===== config.mk =====
export PLATFORM = sky130hd
export DESIGN_NAME = wdrs_watchdog
export DESIGN_NICKNAME = d
export VERILOG_FILES = /design/src/inc/wdrs_pkg.sv /design/src/rtl/wdrs_prescaler.sv /design/src/rtl/wdrs_watchdog.sv
export VERILOG_INCLUDE_DIRS = /design/src /design/src/inc
export SDC_FILE = /design/constraint.sdc
export NUM_CORES = 1
export LEC_CHECK = 0
export BUFFER_PORTS_ARGS = -buffer_cell sky130_fd_sc_hd__buf_4
export CAP_MARGIN = 10
export CORE_MARGIN = 2
export CORE_UTILIZATION = 35
export CTS_BUF_LIST = sky130_fd_sc_hd__clkbuf_8
export CTS_CLUSTER_DIAMETER = 40
export DETAILED_ROUTE_END_ITERATION = 10
export GPL_TIMING_DRIVEN = 1
export PLACE_DENSITY = 0.56
export SETUP_SLACK_MARGIN = 0.5
export SYNTH_ARGS = -nofsm -noshare
export SYNTH_HDL_FRONTEND = slang
export SYNTH_HIERARCHICAL = 1
export SYNTH_SLANG_ARGS = --single-unit

===== constraint.sdc =====
create_clock -name clock -period 4 [get_ports clock]
set_input_delay 0.4 -clock clock [delete_from_list [all_inputs] [get_ports clock]]
set_output_delay 0.4 -clock clock [all_outputs]
set_load 0.005 [all_outputs]

===== src/inc/wdrs_regs.svh =====
// register offsets, field positions, divider values and timing counts for the watchdog block
// assumes inclusion by bare name from the design and verification files
`ifndef WDRS_REGS_SVH
`define WDRS_REGS_SVH
`define WDRS_OFF_CONTROL     16'hFFAE
`define WDRS_OFF_IRQ_STATUS  16'hFFB0
`define WDRS_OFF_IRQ_MASK    16'hFFB2
`define WDRS_OFF_MISC        16'hFFB4
`define WDRS_BIT_CLKSEL      0
`define WDRS_BIT_WDT         1
`define WDRS_BIT_SWR         2
`define WDRS_BIT_SHORT_HW_RESET_FLAG        3
`define WDRS_BIT_LONG_HW_RESET_FLAG        4
`define WDRS_BIT_POWER_ON_FLAG        5
`define WDRS_REL_LSB         8
`define WDRS_DIV_SLOW        7'h7F
`define WDRS_DIV_FAST        7'h01
`define WDRS_TCL_MIN_DETECT  4
`define WDRS_TCL_SHORT_MAX   1038
`define WDRS_TCL_LONG_MIN    1040
`define WDRS_TCL_SEQ         1024
`define WDRS_TCL_LATCH_BYP   6
`define WDRS_TCL_LATCH_NORM  8
`define WDRS_CYC(half_clock_period)        ((half_clock_period) / 2)
`endif


===== src/inc/wdrs_pkg.sv =====
// types shared by the watchdog and reset source design files
// assumes wdrs_regs.svh is on the include path
package wdrs_pkg;
    typedef enum logic [2:0] {
        WDRS_IDLE  = 3'b000,
        WDRS_PULSE = 3'b001,
        WDRS_SEQ   = 3'b010,
        WDRS_EXTEND= 3'b011,
        WDRS_LATCH = 3'b100
    } wdrs_state_t;
    typedef enum logic [1:0] {
        WDRS_SRC_SHORT = 2'b00,
        WDRS_SRC_SOFT  = 2'b01,
        WDRS_SRC_WDOG  = 2'b10
    } wdrs_src_t;
endpackage


===== src/rtl/wdrs_prescaler.sv =====
// prescaler producing one-cycle ticks at cpu clock over 2 or over 128
// assumes a single clock domain and synchronous active-high reset
`timescale 1ns/1ps
module wdrs_prescaler
    import wdrs_pkg::*;
(
    input  wire logic clock,    // cpu clock
    input  wire logic rst,      // synchronous reset
    input  wire logic restart,  // zero the divider on service
    input  wire logic slow_sel, // 1 selects divide by 128
    output logic      tick      // one-cycle count enable
);
`include "wdrs_regs.svh"
    logic [6:0] div_r;          // free divider count
    logic [6:0] div_top;        // terminal count for the chosen rate

    // terminal value from the clock select bit
    assign div_top = slow_sel ? `WDRS_DIV_SLOW : `WDRS_DIV_FAST;

    always_ff @(posedge clock) begin
        if (rst || restart || div_r >= div_top) begin
            div_r <= 7'h00;
        end else begin
            div_r <= div_r + 7'h01;
        end
    end

    // tick on the terminal count, so one tick per 2 or 128 clocks
    always_ff @(posedge clock) begin
        if (rst || restart) begin
            tick <= 1'b0;
        end else begin
            tick <= (div_r >= div_top);
        end
    end
endmodule


===== src/rtl/wdrs_watchdog.sv =====
// watchdog counter, reset source classifier and reset indication flags
// assumes reset_in_pin and reset_mode_pin are synchronous; instructions arrive as
// one-cycle strobes from the cpu core; register port answers reads one cycle later
`timescale 1ns/1ps
`include "wdrs_regs.svh"
module wdrs_watchdog
    import wdrs_pkg::*;
#(
    parameter int SEQ_CYC = `WDRS_CYC(`WDRS_TCL_SEQ)  // internal sequence length
)
(
    input  wire logic        clock,            // cpu clock, 100 MHz
    input  wire logic        rst,              // synchronous reset, active high
    input  wire logic [15:0] reg_addr,         // register address
    input  wire logic [15:0] reg_wdata,        // register write data
    input  wire logic        reg_wr,           // write strobe
    input  wire logic        reg_rd,           // read strobe
    output logic      [15:0] reg_rdata,        // read data, cycle after strobe
    input  wire logic        end_of_init_instr,      // end-of-init executed
    input  wire logic        service_watchdog_instr, // service executed
    input  wire logic        software_reset_instr,   // software reset executed
    input  wire logic        disable_watchdog_instr, // disable request
    input  wire logic        power_on_detect,  // power-on detector level
    input  wire logic        bidir_reset_en,   // bidirectional reset enabled
    input  wire logic        pll_bypass_presc, // pll bypassed with prescaler on
    input  wire logic        reset_in_pin_n,   // reset input pin, active low
    input  wire logic        reset_mode_pin,   // low async, high sync
    output logic             reset_out_pin_n,  // reset output pin, active low
    output logic             reset_in_pull_n,  // pull reset input low
    output logic             internal_reset,   // core held in reset
    output logic             force_bus_idle,   // abort bus, tristate, port0 high
    output logic             async_mode,       // reset mode sampled while the reset input is low
    output logic             config_latch,     // one-cycle port0 latch strobe
    output logic             irq               // level interrupt
);
    localparam int MIN_CYC   = `WDRS_CYC(`WDRS_TCL_MIN_DETECT);
    localparam int SHORT_CYC = `WDRS_CYC(`WDRS_TCL_SHORT_MAX);
    localparam int LONG_CYC  = `WDRS_CYC(`WDRS_TCL_LONG_MIN);
    localparam int LATB_CYC  = `WDRS_CYC(`WDRS_TCL_LATCH_BYP);
    localparam int LATN_CYC  = `WDRS_CYC(`WDRS_TCL_LATCH_NORM);

    wdrs_state_t state_r;           // reset sequencer state
    wdrs_src_t   src_r;             // what started the sequence
    logic [15:0] cnt_r;             // watchdog counter
    logic [7:0]  reload_r;          // reload value field
    logic        clk_sel_r;         // input clock select
    logic        enabled_r;         // watchdog running
    logic        init_done_r;       // end-of-init seen
    logic        wdt_flag_r;        // watchdog reset flag
    logic        swr_flag_r;        // software reset flag
    logic        short_hw_reset_flag_flag_r;       // short hw reset flag
    logic        long_hw_reset_flag_flag_r;       // long hw reset flag
    logic        pon_flag_r;        // power-on flag
    logic        pon_seen_r;        // detector seen during this reset
    logic        long_hw_reset_flag_seen_r;       // sequence went through extension or saw power-on
    logic [15:0] tmr_r;             // sequence timer
    logic [15:0] pulse_r;           // reset input low length
    logic [5:0]  irq_stat_r;        // sticky event bits
    logic [5:0]  irq_mask_r;        // interrupt enables
    logic        tick;              // prescaled count enable
    logic        overflow;          // counter wraps this cycle
    logic        in_low;            // reset input asserted
    logic        wr_ctl;            // control register write
    logic [5:0]  ev;                // event pulses
    logic [15:0] ctl_view;          // control register read image

    // decode one register address, used by both write and read paths
    function automatic logic hit(input logic [15:0] a, input logic [15:0] off);
        hit = (a == off);
    endfunction

    // long classification: extended sequence or power-on
    function automatic logic long_hw_reset_flag_nxt();
        long_hw_reset_flag_nxt = long_hw_reset_flag_seen_r || pon_seen_r;
    endfunction

    assign in_low = ~reset_in_pin_n;
    assign wr_ctl = reg_wr && hit(reg_addr, `WDRS_OFF_CONTROL);
    assign overflow = enabled_r && tick && (cnt_r == 16'hFFFF) && (state_r == WDRS_IDLE);

    wdrs_prescaler u_presc (
        .clock    (clock),
        .rst      (rst || internal_reset),
        .restart  (service_watchdog_instr),
        .slow_sel (clk_sel_r),
        .tick     (tick)
    );

    // control fields; flags are not writable so only select and reload store
    // software rewrites control, we simply accept any write
    always_ff @(posedge clock) begin
        if (rst) begin
            clk_sel_r <= 1'b0;
            reload_r  <= 8'h00;
        end else if (wr_ctl) begin
            clk_sel_r <= reg_wdata[`WDRS_BIT_CLKSEL];
            reload_r  <= reg_wdata[15:`WDRS_REL_LSB];
        end
    end

    // enable and init tracking; a disable after init is ignored
    always_ff @(posedge clock) begin
        if (rst || internal_reset) begin
            enabled_r   <= 1'b1;
            init_done_r <= 1'b0;
        end else begin
            if (end_of_init_instr) begin
                init_done_r <= 1'b1;
            end
            if (disable_watchdog_instr && !init_done_r && !end_of_init_instr) begin
                enabled_r <= 1'b0;
            end
        end
    end

    // counter: held during reset, reloads on service, counts on ticks
    always_ff @(posedge clock) begin
        if (rst || internal_reset) begin
            cnt_r <= 16'h0000;
        end else if (service_watchdog_instr) begin
            cnt_r <= {reload_r, 8'h00};
        end else if (enabled_r && tick) begin
            cnt_r <= cnt_r + 16'h0001;
        end
    end

    // reset input low length; saturates well past the long threshold
    always_ff @(posedge clock) begin
        if (rst || !in_low) begin
            pulse_r <= 16'h0000;
        end else if (pulse_r != 16'hFFFF) begin
            pulse_r <= pulse_r + 16'h0001;
        end
    end

    // mode pin sampled while input low
    always_ff @(posedge clock) begin
        if (rst) begin
            async_mode <= 1'b0;
        end else if (in_low) begin
            async_mode <= ~reset_mode_pin;
        end
    end

    // power-on detector level caught while the sequence runs
    always_ff @(posedge clock) begin
        if (rst || state_r == WDRS_IDLE) begin
            pon_seen_r <= 1'b0;
        end else if (power_on_detect) begin
            pon_seen_r <= 1'b1;
        end
    end

    // reset sequencer: pulse qualify, internal sequence, extension, port0 latch
    always_ff @(posedge clock) begin
        if (rst) begin
            state_r <= WDRS_IDLE;
            src_r   <= WDRS_SRC_SHORT;
            tmr_r   <= 16'h0000;
        end else begin
            case (state_r)
                WDRS_IDLE: begin
                    tmr_r <= 16'h0000;
                    if (overflow) begin
                        state_r <= WDRS_SEQ;
                        src_r   <= WDRS_SRC_WDOG;
                    end else if (software_reset_instr) begin
                        state_r <= WDRS_SEQ;
                        src_r   <= WDRS_SRC_SOFT;
                    end else if (in_low) begin
                        state_r <= WDRS_PULSE;
                        src_r   <= WDRS_SRC_SHORT;
                    end
                end
                WDRS_PULSE: begin
                    if (!in_low) begin
                        state_r <= WDRS_IDLE;
                    end else if (pulse_r >= 16'(MIN_CYC - 1)) begin
                        state_r <= WDRS_SEQ;
                    end
                end
                WDRS_SEQ: begin
                    tmr_r <= tmr_r + 16'h0001;
                    if (tmr_r >= 16'(SEQ_CYC - 1)) begin
                        tmr_r   <= 16'h0000;
                        state_r <= in_low ? WDRS_EXTEND : WDRS_LATCH;
                    end
                end
                WDRS_EXTEND: begin
                    if (!in_low) begin
                        state_r <= WDRS_LATCH;
                    end
                end
                WDRS_LATCH: begin
                    tmr_r <= tmr_r + 16'h0001;
                    // latch after 6 or 8 half periods
                    if (tmr_r >= 16'(pll_bypass_presc ? LATB_CYC - 1 : LATN_CYC - 1)) begin
                        state_r <= WDRS_IDLE;
                    end
                end
                default: begin
                    state_r <= WDRS_IDLE;
                end
            endcase
        end
    end

    // internal reset and output low while sequencing
    assign internal_reset  = (state_r != WDRS_IDLE) && (state_r != WDRS_PULSE);
    assign reset_out_pin_n = rst ? 1'b0 : ~(internal_reset || (state_r == WDRS_PULSE && in_low));
    // pull released on the last sequence cycle, so the sample sees only the far side
    assign reset_in_pull_n = ~(bidir_reset_en && state_r == WDRS_SEQ &&
                               tmr_r < 16'(SEQ_CYC - 1));
    assign config_latch    = (state_r == WDRS_LATCH) &&
                             (tmr_r == 16'(pll_bypass_presc ? LATB_CYC - 1 : LATN_CYC - 1));
    // long pulse forces pins at once
    assign force_bus_idle  = internal_reset || (state_r == WDRS_PULSE) ||
                             (in_low && pulse_r >= 16'(LONG_CYC - 1));

    // reset indication flags, set at end of sequence, cleared by init except the watchdog flag, which service clears
    // no software write path
    always_ff @(posedge clock) begin
        if (rst) begin
            wdt_flag_r  <= 1'b0;
            swr_flag_r  <= 1'b0;
            short_hw_reset_flag_flag_r <= 1'b0;
            long_hw_reset_flag_flag_r <= 1'b0;
            pon_flag_r  <= 1'b0;
        end else if (config_latch) begin
            swr_flag_r  <= 1'b1;
            wdt_flag_r  <= (src_r == WDRS_SRC_WDOG) && (pulse_r == 16'h0000) && !long_hw_reset_flag_nxt();
            short_hw_reset_flag_flag_r <= (src_r == WDRS_SRC_SHORT) || long_hw_reset_flag_nxt();
            long_hw_reset_flag_flag_r <= long_hw_reset_flag_nxt();
            pon_flag_r  <= pon_seen_r;
        end else begin
            if (service_watchdog_instr) begin
                wdt_flag_r <= 1'b0;
            end
            if (end_of_init_instr) begin
                swr_flag_r  <= 1'b0;
                short_hw_reset_flag_flag_r <= 1'b0;
                long_hw_reset_flag_flag_r <= 1'b0;
                pon_flag_r  <= 1'b0;
            end
        end
    end

    // sticky record that the sequence went through extension or saw power-on
    always_ff @(posedge clock) begin
        if (rst || state_r == WDRS_IDLE) begin
            long_hw_reset_flag_seen_r <= 1'b0;
        end else if (state_r == WDRS_EXTEND || power_on_detect) begin
            long_hw_reset_flag_seen_r <= 1'b1;
        end
    end

    // events into the sticky status: one bit per flag position
    assign ev = {6'h00} | ({config_latch && pon_seen_r, config_latch && long_hw_reset_flag_nxt(),
                 config_latch, config_latch, overflow, service_watchdog_instr});

    // sticky interrupt status; set wins over a write-one clear in the same cycle
    always_ff @(posedge clock) begin
        if (rst) begin
            irq_stat_r <= 6'h00;
            irq_mask_r <= 6'h00;
        end else begin
            irq_stat_r <= (irq_stat_r & ~((reg_wr && hit(reg_addr, `WDRS_OFF_IRQ_STATUS))
                          ? reg_wdata[5:0] : 6'h00)) | ev;
            if (reg_wr && hit(reg_addr, `WDRS_OFF_IRQ_MASK)) begin
                irq_mask_r <= reg_wdata[5:0];
            end
        end
    end

    assign irq = |(irq_stat_r & irq_mask_r);

    // control register image; bits 7:6 read zero
    assign ctl_view = {reload_r, 2'b00, pon_flag_r, long_hw_reset_flag_flag_r, short_hw_reset_flag_flag_r,
                       swr_flag_r, wdt_flag_r, clk_sel_r};

    // read data registered one cycle after the strobe, zero otherwise
    always_ff @(posedge clock) begin
        if (rst || !reg_rd) begin
            reg_rdata <= 16'h0000;
        end else if (hit(reg_addr, `WDRS_OFF_CONTROL)) begin
            reg_rdata <= ctl_view;
        end else if (hit(reg_addr, `WDRS_OFF_IRQ_STATUS)) begin
            reg_rdata <= {10'h000, irq_stat_r};
        end else if (hit(reg_addr, `WDRS_OFF_IRQ_MASK)) begin
            reg_rdata <= {10'h000, irq_mask_r};
        end else if (hit(reg_addr, `WDRS_OFF_MISC)) begin
            reg_rdata <= {13'h0000, init_done_r, enabled_r, async_mode};
        end else begin
            reg_rdata <= 16'h0000;
        end
    end
endmodule


* Yosys cells after proc, flatten, opt, wreduce, memory -nomap -nowiden
Cells that the tools add are included.
** Storage, ports and cells
- ROM bits :: 0
- Word-level logic and storage cells :: 140
- Memories :: 0
- Output and inout bits :: 23
- Bits in latches :: 0
- Bits in writable memories :: 0
- Register bits after elaboration :: 108
** Operators by class
- Equality and inequality tests :: 19
- Multiply operators :: 0
- $lt $le $gt $ge :: 6
- Reductions and logical operators :: 47
- Shift-type cells :: 0
- Div/mod/pow operators :: 0
- $add $sub $neg :: 4
- Muxes and demuxes :: 32
- Bitwise gates (word level) :: 8
** Operators with widths (number)
- $eq A16 B16 Y1 const B :: 5
- $mux W16 :: 4
- $add A16 B1 Y16 const B :: 3
- $pmux W16 S3 :: 1
- $mux W3 :: 10
- $logic_and A1 B1 Y1 :: 18
- $mux W6 :: 3
- $eq A16 B2 Y1 :: 1
- $ge A16 B1 Y1 const B :: 1
- $ge A16 B10 Y1 const B :: 1
- $ge A16 B16 Y1 :: 1
- $ge A16 B9 Y1 const B :: 1
- $logic_not A16 Y1 :: 1
- $lt A16 B9 Y1 const B :: 1
- $ne A16 B16 Y1 const B :: 1
- $pmux W3 S5 :: 1
- $and A6 B6 Y6 :: 2
- $logic_or A1 B1 Y1 :: 12
- $mux W1 :: 9
- $add A7 B1 Y7 const B :: 1
- $ge A7 B7 Y1 :: 1
- $mux W7 :: 1
- $eq A3 B2 Y1 const B :: 2
- $mux W2 :: 3
- 21 further kinds :: 32

* Logic depth before layout (Yosys ltp)
Gate-level depths: netlist (run 1).
- Depth in word-level cells :: 6
- Depth in mapped cells :: 7

* Hierarchy
The synthesis (run 1) kept the hierarchy.
** Modules (own cells, without submodules)
- wdrs_watchdog :: cells each 528, area an instance 4460.5 um^2, instances 1, sequential area each 1961.9 um^2
- wdrs_prescaler :: cells each 46, area an instance 449.2 um^2, instances 1, sequential area each 160.2 um^2

* Worst setup path after synthesis (run 1)
OpenSTA, ideal clock, no wires.
- Path type :: in2reg
- From :: in reg_addr[6]
- To :: reg irq_stat_r[0]
- Cell stages on the path :: 7
- Data required time :: 3.872 ns
- Data arrival time :: 1.673 ns
- Path slack :: 2.200 ns
- Cell sequence :: nand4bb_4 > nor4_4 > nor3b_2 > buf_4 > nand3_1 > a21oi_1 > nor2_1
** Between the ends
- Longest elaborated chain between the ends :: 6
** Ends and longest elaborated chain
- from (decl) :: RTL line wdrs_watchdog.sv:14 : input wire logic [15:0] reg_addr,
- $eq A16 B16 Y1 :: RTL line wdrs_watchdog.sv:69 : hit = (a == off);
- $logic_and A1 B1 Y1 :: RTL line wdrs_watchdog.sv:267 : irq_stat_r <= (irq_stat_r & ~((reg_wr && hit(reg_addr, `WDRS_OFF_IRQ_STATUS))
- $mux W6 :: RTL line wdrs_watchdog.sv:267
- $not A6 Y6 :: RTL line wdrs_watchdog.sv:267
- $and A6 B6 Y6 :: RTL line wdrs_watchdog.sv:267
- $or A6 B6 Y6 :: RTL line wdrs_watchdog.sv:267
- to (signal assigned) :: RTL line wdrs_watchdog.sv:267
- to (decl) :: RTL line wdrs_watchdog.sv:58 : logic [5:0] irq_stat_r;
Every way passes these cells.
A chain may end at the register's enable or synchronous reset.

* Worst setup path in the final report (run 1)
- From :: reg tmr_r[13]
- To :: out reset_in_pull_n
** Between the ends
- Longest elaborated chain between the ends :: 3
** Ends and longest elaborated chain
- from (decl) :: RTL line wdrs_watchdog.sv:56 : logic [15:0] tmr_r;
- from (signal assigned) :: RTL line wdrs_watchdog.sv:183 : tmr_r <= tmr_r + 16'h0001;
- from (signal assigned) :: RTL line wdrs_watchdog.sv:195 : tmr_r <= tmr_r + 16'h0001;
- $lt A16 B9 Y1 :: RTL line wdrs_watchdog.sv:213 : tmr_r < 16'(SEQ_CYC - 1));
- $logic_and A1 B1 Y1 :: RTL line wdrs_watchdog.sv:212 : assign reset_in_pull_n = ~(bidir_reset_en && state_r == WDRS_SEQ &&
- $not A1 Y1 :: RTL line wdrs_watchdog.sv:212
- to (decl) :: RTL line wdrs_watchdog.sv:29 : output logic reset_in_pull_n,
Every way passes these cells.

==> results of run 1 <==
## where the power goes
group / leakage [uW] / internal (uW) / switching [uW]
combinational: 0.00111 / 168 / 228
sequential: 0.000857 / 1100 / 73.0
clock: 0.000106 / 356 / 384
## cells in the final DEF, fill, tap and decap left out, types with 3 or more instances in the layout
cell and instances:
sky130_fd_sc_hd__nor2b_1 6, sky130_fd_sc_hd__a21oi_1 40, sky130_fd_sc_hd__nand3_1 40, sky130_fd_sc_hd__nor2_1 78
sky130_fd_sc_hd__mux2i_1 4, sky130_fd_sc_hd__a22oi_1 3, sky130_fd_sc_hd__nor3_1 16, sky130_fd_sc_hd__buf_4 64
sky130_fd_sc_hd__nand2b_1 6, sky130_fd_sc_hd__nor3b_1 3, sky130_fd_sc_hd__o22ai_1 3, sky130_fd_sc_hd__and3_1 3
sky130_fd_sc_hd__xor2_1 18, sky130_fd_sc_hd__dfxtp_1 106, sky130_fd_sc_hd__nand4_1 14, sky130_fd_sc_hd__clkbuf_8 9
sky130_fd_sc_hd__nand2_1 69, sky130_fd_sc_hd__a222oi_1 6, sky130_fd_sc_hd__or3_1 9, sky130_fd_sc_hd__nor4_4 4
sky130_fd_sc_hd__ha_1 13, sky130_fd_sc_hd__and2_1 11, sky130_fd_sc_hd__a211oi_1 5, sky130_fd_sc_hd__nor4b_1 5
sky130_fd_sc_hd__o21ai_0 15, sky130_fd_sc_hd__a22o_1 3, sky130_fd_sc_hd__xnor2_1 21, sky130_fd_sc_hd__nor4_1 7
sky130_fd_sc_hd__inv_1 13
## path summary, 6_finish.rpt
| path | from | slack (ns) | end |
|---|---|---|---|
| worst min-delay path | reg_wdata[15] | 0.26 | reload_r[7] |
| worst max-delay path | tmr_r[13] | 1.62 | reset_in_pull_n |
| worst max register to register | tmr_r[4] | 1.74 | tmr_r[11] |
| worst min register to register | pon_flag_r | 0.47 | pon_flag_r |
## registers in the layout (all words and copies together) (netlist names), 2 cells and up
signal	count
irq_stat_r	6
reg_rdata	14
cnt_r	16
u_presc/div_r	7
src_r	2
irq_mask_r	6
state_r	3
tmr_r	16
pulse_r	16
reload_r	8
## critical path, stage by stage (launching register included)
cell and delay, ns:
sky130_fd_sc_hd__dfxtp_1 0.36, sky130_fd_sc_hd__nor4_1 0.39, sky130_fd_sc_hd__nand4_1 0.15, sky130_fd_sc_hd__a41oi_1 0.44, sky130_fd_sc_hd__nand2_1 0.11, sky130_fd_sc_hd__buf_4 0.15
## cell families after synthesis
logic type	after synthesis
AOI/OAI and AO/OA	91
and+or+nand+nor	285
DFF	106
adders and majority gates	14
xor gates and xnor gates	39
muxes	4
other	1
buffers and inverters	34
## metal layers
layer  global-route usage  up-vias
li1                     -     2119
met1                0.202     1945
met2                0.270       68
met3               0.0381       10
met4               0.0460        0
met5                    0        -
## through the flow
stage	hold slack, ns	total power, uW	setup WS [ns]
4_1_cts	0.248	2340	1.58
3_3_place_gp	0.447	1580	1.65
5_1_grt	0.244	2430	1.41
2_1_floorplan	0.432	1440	2.20
3_5_place_dp	0.454	1600	1.66
6_report	0.257	2310	1.62
## layout make-up
class,count,share of cell area
Clock inverter,7,0.0176
Multi-Input combinational cell,435,0.460
Tap cell,180,0.0392
Clock buffer,9,0.0216
Inverter,13,0.00850
Timing Repair Buffer,64,0.0837
Sequential cell,106,0.369
==> flow_summary.rst, run 1 <==
.. list-table::
   :header-rows: 1

   * - Metric
     - Value
   * - Status
     - completed
   * - Largest fanout on the critical path
     - 4
   * - Area occupied by multi-input gates
     - 0.00264 mm2
   * - Final cell count without fillers
     - 814
   * - Area contributors post-synth
     - sky130_fd_sc_hd__dfxtp_1 43%, sky130_fd_sc_hd__nor2_1 6.0%, sky130_fd_sc_hd__nand2_1 5.3%, sky130_fd_sc_hd__a21oi_1 4.1%, sky130_fd_sc_hd__nand3_1 4.1%
   * - Uppermost layer routed
     - met4
   * - Overall track demand over capacity in global routing
     - 0.159
   * - Dominant combinational cell family by area after synthesis
     - simple AND/OR/NAND/NOR gates
   * - Distinct cells, synth
     - 58
   * - Setup TNS
     - 0 ns
   * - Final setup skew
     - 0.0145 ns
   * - Sequential element share of the synthesized area
     - 0.432
   * - Routed vias
     - 4,142
   * - Buffer cell driving the clock tree root
     - sky130_fd_sc_hd__clkbuf_8
   * - Leading post-synthesis cells by instance count
     - 106 x sky130_fd_sc_hd__dfxtp_1, 78 x sky130_fd_sc_hd__nor2_1, 69 x sky130_fd_sc_hd__nand2_1
   * - Top-count cell post-synth
     - sky130_fd_sc_hd__dfxtp_1
   * - Rows
     - 43
   * - Maximum number of buffers from clock root to sink
     - 2
   * - RD Place Congestion
     - 0.826
   * - Period utilization
     - 0.596
   * - Die X
     - 122 um
   * - Setup repair bufs after CTS
     - 0
   * - Areal power density over the cells
     - 402 mW/mm2
   * - Instance count of the mapped netlist
     - 574
   * - Input/output buffers
     - 63
   * - Yosys synthesis warning count
     - 6
   * - Layout Cell Area excl Fill
     - 0.00574 mm2
   * - Dpl cell area
     - 0.00552 mm2
   * - Compound-Gate Fraction of Synth Area
     - 0.118
   * - Fraction of synthesized area in multiplexers
     - 0.00815
   * - Clock sink total
     - 106
   * - WL per Instance
     - 14.1 um
   * - Count of placed standard cells including taps
     - 798
   * - Boundary Pins
     - 68
   * - Hold Path Depth
     - 3
   * - Adder-cell share of the synthesized area
     - 0.0352
   * - Simple-Gate Fraction of Synth Area
     - 0.306
   * - Number of inserted diodes
     - 0
   * - Max Fclk
     - 420 MHz
   * - Post-synth EDFFs
     - 0
   * - DP HPWL
     - 8280 um
   * - GRT overflow
     - 0
   * - Number of nets still failing antenna checks after routing
     - 0
   * - Hold bufs inserted after CTS
     - 0
   * - Number of hold-slack violations in the final timing report
     - 0
   * - Vias in the first global route
     - 3,999
   * - Reg area
     - 0.00212 mm2
   * - Number of filler instances in the final layout
     - 1,421
   * - #FFs+latches synth
     - 106
   * - Starting density of the core
     - 0.356
   * - Number of max-slew violations in the final report
     - 0
   * - Clock transition at path regs
     - 0.10 ns
   * - Clock period minus worst slack
     - 2.38 ns
   * - Setup repair after global routing missed its margin
     - no
   * - Number of instances resized during post-cts repair
     - 0
   * - Drt pass-1 iters
     - 6
   * - Area share of xor/xnor cells in the synthesized design
     - 0.0696
   * - First-pass GRT wire length
     - 19,100 um
   * - Endpoint class of the critical path
     - output port
   * - Depth of the most critical reg-to-reg path
     - 4
   * - Total of endpoints with negative setup slack in the final report
     - 0
   * - DRC violation total after the first TritonRoute iteration
     - 331
   * - Rel. slew slack
     - 0.240
   * - Fraction of layout cells with a size suffix above 1
     - 0.155
   * - Ys async rst share
     - 0
   * - Setup CP Type
     - reg2out
   * - Layout Utilization
     - 0.417
   * - Net total in the final layout
     - 687
   * - Standby leakage power
     - 0.00207 uW
   * - Floorplan Core Area
     - 0.0138 mm2
   * - Primary FF master, synth
     - sky130_fd_sc_hd__dfxtp_1
   * - Cell area after synthesis
     - 0.00491 mm2
   * - Initial antenna violation count
     - 0
   * - CP arrival
     - 1.98 ns
   * - Slew at the pin with the worst max-slew slack
     - 1.13 ns
   * - Pin count of the biggest net entering global routing
     - 39
   * - Post-synth top area share
     - 0.432
   * - Amount of wire on met2 after detailed routing
     - 5640 um
   * - Cell type with the highest aggregate area in the netlist
     - sky130_fd_sc_hd__dfxtp_1
   * - Clock latency reported for the late side of the worst-skew pair
     - 0.39 ns
   * - Routed Wire Length
     - 11,500 um
   * - Max-cap check violation count
     - 0
   * - Vias/cell
     - 5.09
   * - DIE AREA
     - 0.0150 mm2
   * - Startpoint type of the worst setup path
     - register
   * - Clock tree from TritonCTS
     - yes
   * - Path class of the lowest-slack min-delay path
     - in2reg
   * - Area added between synthesis and finish
     - 17.0%
   * - Htree depth
     - 3
   * - Floorplan die height
     - 122 um
   * - Number of buffers created by CTS
     - 9
   * - Metal1 wirelength
     - 5250 um
   * - Detailed-route DRC error count
     - 0
   * - Worst IR drop on VDD
     - 0.000162 V
   * - Req. time, crit path
     - 3.60 ns
   * - Detailed route wirelength on metal3
     - 485 um
   * - Mean area per synthesized cell
     - 8.55 um2
Note: power is estimated with default switching activity, not from simulation.
==> run 2, diff against run 1 <==
clock period = 2.5 ns   (was 4 ns; I/O delays follow)
==> run 2 against run 1 <==
Clock power is 42% higher. Via count is 3.5% higher. Utilization is 1.0 points higher. Sequential power is 59% higher. Clock-buffer cell count is 4 higher. Cell area is 2.5% higher. First-iteration DRC count is 5.1% lower. Critical endpoint unchanged. Largest power group unchanged.
==> flow_summary.rst, run 2 (synthesized netlist as in run 1, its figures left out) <==
.. list-table::
   :header-rows: 1

   * - Metric
     - Value
   * - Rel. slew slack
     - 0.565
   * - Htree depth
     - 3
   * - Standby leakage power
     - 0.00214 uW
   * - Slew at the pin with the worst max-slew slack
     - 0.653 ns
   * - Worst setup slack for register-to-register paths
     - 0.60 ns
   * - DP HPWL
     - 8440 um
   * - Dpl cell area
     - 0.00555 mm2
   * - DIE AREA
     - 0.0150 mm2
   * - Initial antenna violation count
     - 0
   * - Setup CP Type
     - reg2out
   * - Max Fclk
     - 522 MHz
   * - Final cell count without fillers
     - 822
   * - Total of endpoints with negative setup slack in the final report
     - 0
   * - Metal1 wirelength
     - 5190 um
   * - Rows
     - 43
   * - Input/output buffers
     - 63
   * - Clock transition at path regs
     - 0.10 ns
   * - Setup repair after global routing missed its margin
     - yes
   * - Overall track demand over capacity in global routing
     - 0.164
   * - Routed vias
     - 4,288
   * - Floorplan die height
     - 122 um
   * - Endpoint class of the critical path
     - output port
   * - Number of max-slew violations in the final report
     - 0
   * - Final worst slack
     - 0.585 ns
   * - Layout Cell Area excl Fill
     - 0.00589 mm2
   * - Critical-path cell list
     - nor4_4 > nand4_1 > a41oi_2 > nand2_1 > buf_4
   * - Buffer cell driving the clock tree root
     - sky130_fd_sc_hd__clkbuf_8
   * - Status
     - completed
   * - Net total in the final layout
     - 695
   * - Clock latency reported for the late side of the worst-skew pair
     - 0.38 ns
   * - Die X
     - 122 um
   * - Fraction of layout cells with a size suffix above 1
     - 0.193
   * - Period utilization
     - 0.766
   * - Most common cell after layout, fill and taps aside
     - sky130_fd_sc_hd__dfxtp_1
   * - GRT overflow
     - 0
   * - Pin count of the biggest net entering global routing
     - 39
   * - Uppermost layer routed
     - met4
   * - Number of nets still failing antenna checks after routing
     - 0
   * - Count of placed standard cells including taps
     - 802
   * - Area added between synthesis and finish
     - 19.9%
   * - Vias in the first global route
     - 4,077
   * - Startpoint type of the worst setup path
     - register
   * - Routed Wire Length
     - 11,700 um
   * - Starting density of the core
     - 0.356
   * - Setup TNS
     - 0 ns
   * - Clock period minus worst slack
     - 1.92 ns
   * - Commonest cells after routing, fill and taps aside
     - 102 x sky130_fd_sc_hd__dfxtp_1, 77 x sky130_fd_sc_hd__nor2_1, 72 x sky130_fd_sc_hd__buf_4, 68 x sky130_fd_sc_hd__nand2_1, 40 x sky130_fd_sc_hd__a21oi_1
   * - Minimum setup slack after placement
     - 0.265 ns
   * - Slowest cell on the critical path
     - sky130_fd_sc_hd__dfxtp_1
   * - WL per Instance
     - 14.2 um
   * - Number of inserted diodes
     - 0
   * - Areal power density over the cells
     - 616 mW/mm2
   * - Detailed route wirelength on metal3
     - 543 um
   * - Drt pass-1 iters
     - 7
   * - Max-cap check violation count
     - 0
   * - First-pass GRT wire length
     - 19,500 um
   * - Number of filler instances in the final layout
     - 1,405
   * - DRC violation total after the first TritonRoute iteration
     - 314
   * - Floorplan Core Area
     - 0.0138 mm2
   * - Final setup skew
     - 0.0110 ns
   * - Number of hold-slack violations in the final timing report
     - 0
   * - Post-route total power
     - 3630 uW
   * - Stage delay of the slowest cell on the critical path
     - 0.36 ns
   * - Clock tree from TritonCTS
     - yes
   * - Vias/cell
     - 5.22
   * - Worst IR drop on VDD
     - 0.000383 V
   * - Number of buffers created by CTS
     - 9
   * - RD Place Congestion
     - 0.820
   * - Clock sink total
     - 106
   * - Req. time, crit path
     - 2.25 ns
   * - Boundary Pins
     - 68
   * - Path class of the lowest-slack min-delay path
     - in2reg
   * - Maximum number of buffers from clock root to sink
     - 2
   * - Largest fanout on the critical path
     - 3
   * - Largest registers in the final layout
     - cnt_r x16, pulse_r x16, tmr_r x16
   * - CP arrival
     - 1.67 ns
   * - Amount of wire on met2 after detailed routing
     - 5770 um
   * - Detailed-route DRC error count
     - 0
## run 2: changes by cell type in the layout (fill, tap and decap cells not counted), moves of 2 or more
cell                        before  now
sky130_fd_sc_hd__dfxtp_2         0    3
sky130_fd_sc_hd__nor4_1          7    3
sky130_fd_sc_hd__nand3_1        40   38
sky130_fd_sc_hd__bufinv_16       2    0
sky130_fd_sc_hd__clkbuf_8        9   13
sky130_fd_sc_hd__nand3_2         0    2
sky130_fd_sc_hd__nor4_4          4    6
sky130_fd_sc_hd__buf_4          64   72
sky130_fd_sc_hd__nor3_1         16   12
sky130_fd_sc_hd__dfxtp_1       106  102
sky130_fd_sc_hd__nor4_2          0    2
sky130_fd_sc_hd__nor3_2          0    4
## run 2: repair_timing
item | in CTS | in global routing
setup endpoints to repair | 21 | 24
pin swaps | 1 | 3
gates resized for setup | 9 | 15
setup buffers | 0 | 4
hold buffers | 0 | 0
## run 2: per-layer routing
layer | track usage | up-vias
li1 | - | 2141
met1 | 0.208 | 2036
met2 | 0.269 | 95
met3 | 0.0460 | 16
met4 | 0.0517 | 0
met5 | 0 | -
## run 2: area by class of cell
| cell class | instances | area [um2] | area share |
|---|---|---|---|
| timing repair buffer | 72 | 541 | 0.0918 |
| clock inverter | 3 | 21.3 | 0.00361 |
| inverter | 13 | 48.8 | 0.00829 |
| clock buffer | 13 | 179 | 0.0304 |
| tap | 180 | 225 | 0.0383 |
| multi-input combinational | 435 | 2740 | 0.466 |
| sequential | 106 | 2130 | 0.362 |
## run 2: power by group
| part | switching, uW | internal, uW | total (uW) |
|---|---|---|---|
| logic | 393 | 316 | 709 |
| clock network | 582 | 472 | 1050 |
| registers | 101 | 1760 | 1860 |
| total | 1080 | 2550 | 3630 |
## run 2: critical path, delay by kind of cell (launching register included)
family | cells | cell delay (ns)
buffers and inverters | 1 | 0.13
flip-flops | 1 | 0.36
AO/OA/AOI/OAI | 1 | 0.22
AND/OR/NAND/NOR | 3 | 0.57
## run 2: final timing paths
path / from / end / depth (start not counted)
hold reg to reg: pon_flag_r / pon_flag_r / 2
setup / recovery: tmr_r[12] / reset_in_pull_n / 5
hold / removal: reg_wdata[11] / reload_r[3] / 3
setup reg to reg: tmr_r[4] / tmr_r[5] / 5
## run 2: per-stage QoR
step                      utilization  hold slack (ns)
after floorplan                     -            0.367
after global placement          0.403            0.449
after detailed placement        0.403            0.458
after CTS                       0.420           0.0909
after global routing            0.427            0.103
final                           0.427            0.115
==> run 3, diff against run 2 <==
clock period = 1.8 ns   (was 2.5 ns; I/O delays follow)
==> run 3 against run 2 <==
The run now ends with negative setup slack left. Global-route usage increased by 1.8 points. Die area unchanged. Final cell count rose by 10%. Critical path depth stayed put. Critical path type unchanged. Critical endpoint unchanged.
==> flow_summary.rst, run 3 (synthesized netlist as in run 1, its figures left out) <==
.. list-table::
   :header-rows: 1

   * - Metric
     - Value
   * - Status
     - finished, violations left
   * - Violated checks
     - negative setup slack
   * - Number of hold-slack violations in the final timing report
     - 0
   * - Worst reg2reg path startpoint
     - pulse_r[3]
   * - Clock period minus worst slack
     - 1.82 ns
   * - Count of placed standard cells including taps
     - 814
   * - Die X
     - 122 um
   * - Areal power density over the cells
     - 796 mW/mm2
   * - Post-route total power
     - 6010 uW
   * - Clock transition at path regs
     - 0.10 ns
   * - RD Place Congestion
     - 0.834
   * - Final setup skew
     - 0.00726 ns
   * - Detailed-route DRC error count
     - 0
   * - Largest fanout on the critical path
     - 2
   * - Final worst slack
     - -0.0184 ns
   * - Setup repair after global routing missed its margin
     - yes
   * - Starting density of the core
     - 0.356
   * - Routed Wire Length
     - 13,700 um
   * - Clock sink total
     - 106
   * - Final cell count without fillers
     - 904
   * - Number of buffers created by CTS
     - 9
   * - Pin count of the biggest net entering global routing
     - 31
   * - Boundary Pins
     - 68
   * - Clock latency reported for the late side of the worst-skew pair
     - 0.38 ns
   * - Max Fclk
     - 550 MHz
   * - Buffer cell driving the clock tree root
     - sky130_fd_sc_hd__clkbuf_8
   * - Net total in the final layout
     - 777
   * - Endpoint class of the critical path
     - output port
   * - Startpoint of the worst hold path
     - rst
   * - Max-cap check violation count
     - 0
   * - Vias/cell
     - 5.15
   * - Path class of the lowest-slack min-delay path
     - in2reg
   * - DIE AREA
     - 0.0150 mm2
   * - Setup CP Type
     - reg2out
   * - CP arrival
     - 1.64 ns
   * - Area added between synthesis and finish
     - 53.7%
   * - Floorplan Core Area
     - 0.0138 mm2
   * - First-pass GRT wire length
     - 21,600 um
   * - Total of endpoints with negative setup slack in the final report
     - 1
   * - Drt pass-1 iters
     - 4
   * - Req. time, crit path
     - 1.62 ns
   * - GRT overflow
     - 0
   * - DP HPWL
     - 8660 um
   * - Number of nets still failing antenna checks after routing
     - 0
   * - Most common cell after layout, fill and taps aside
     - sky130_fd_sc_hd__buf_4
   * - Period utilization
     - 1.01
   * - Vias in the first global route
     - 4,597
   * - Critical path launch point
     - tmr_r[15]
   * - Slowest cell on the critical path
     - sky130_fd_sc_hd__dfxtp_2
   * - Commonest cells after routing, fill and taps aside
     - 116 x sky130_fd_sc_hd__buf_4, 67 x sky130_fd_sc_hd__dfxtp_1, 61 x sky130_fd_sc_hd__nor2_1, 59 x sky130_fd_sc_hd__nand2_1, 33 x sky130_fd_sc_hd__buf_6
   * - Worst IR drop on VDD
     - 0.000349 V
   * - Critical-path cell list
     - nor4_4 > nand4_1 > a41oi_4 > nand2_1 > buf_4
   * - Setup TNS
     - -0.0184 ns
   * - Number of inserted diodes
     - 0
   * - Clock tree from TritonCTS
     - yes
   * - Standby leakage power
     - 0.00288 uW
   * - Floorplan die height
     - 122 um
   * - Startpoint type of the worst setup path
     - register
   * - Critical path's top delay family
     - simple AND/OR/NAND/NOR gates
   * - Stage delay of the slowest cell on the critical path
     - 0.35 ns
   * - DRC violation total after the first TritonRoute iteration
     - 263
   * - Fraction of layout cells with a size suffix above 1
     - 0.471
   * - Maximum number of buffers from clock root to sink
     - 2
   * - Largest registers in the final layout
     - cnt_r x16, pulse_r x16, tmr_r x16
   * - WL per Instance
     - 15.1 um
   * - Rows
     - 43
   * - Overall track demand over capacity in global routing
     - 0.182
   * - Layout Utilization
     - 0.548
   * - Number of max-slew violations in the final report
     - 0
   * - Input/output buffers
     - 63
   * - Routed vias
     - 4,658
   * - Htree depth
     - 3
   * - Initial antenna violation count
     - 0
   * - Count of buffering cells on the critical path with inverters included
     - 1
## run 3: changes by cell type in the layout (fill, tap and decap cells not counted), moves of 10 or more
cell                      previous run  this run
sky130_fd_sc_hd__nand3_2             2        13
sky130_fd_sc_hd__dfxtp_1           102        67
sky130_fd_sc_hd__dfxtp_4             1        19
sky130_fd_sc_hd__buf_4              72       116
sky130_fd_sc_hd__dfxtp_2             3        20
sky130_fd_sc_hd__buf_6               0        33
sky130_fd_sc_hd__nand3_1            38        24
sky130_fd_sc_hd__nor3_1             12         2
sky130_fd_sc_hd__nor2_1             77        61
## run 3: cell type report
type	instances	area (um2)
Clock inverter	6	90.1
Fill cell	1226	6220
Clock buffer	10	138
Inverter	13	61.3
Sequential cell	106	2220
Timing Repair Buffer	154	1330
Tap cell	180	225
Multi-Input combinational cell	435	3480
## run 3: per-stage QoR
stage / cell area, um2 / setup slack [ns] / hold slack, ns
after floorplan: 5230 / 0.259 / 0.297
after global placement: 5910 / 0.0984 / 0.422
after detailed placement: 5910 / 0.0546 / 0.423
after CTS: 7210 / -0.0515 / 0.00234
after global routing: 7550 / -0.113 / 0.0149
final: 7550 / -0.0184 / 0.0320
## run 3: what timing repair did
action,in CTS,in global routing
setup buffers,60,12
gates resized for setup,138,52
endpoints found under the hold margin,1,0
cloned,0,1
hold buffers,1,0
pin swaps,67,37
endpoints found under the setup margin,78,91
## run 3: power breakdown
| group | switching (uW) | internal [uW] | total, uW |
|---|---|---|---|
| Combinational | 835 | 954 | 1790 |
| Clock | 844 | 824 | 1670 |
| Sequential | 117 | 2430 | 2550 |
## run 3: final timing paths
path | endpoint | slack [ns] | cells after the start
setup reg to reg | pulse_r[4] | 0.07 | 6
hold / removal | pon_seen_r | 0.03 | 2
setup / recovery | reset_in_pull_n | -0.02 | 5
hold reg to reg | reload_r[2] | 0.48 | 2
## run 3: layer usage
layer	track usage	wire (um)
met3	0.0474	467
met2	0.323	7170
met1	0.216	5880
met4	0.0496	153
met5	0	0
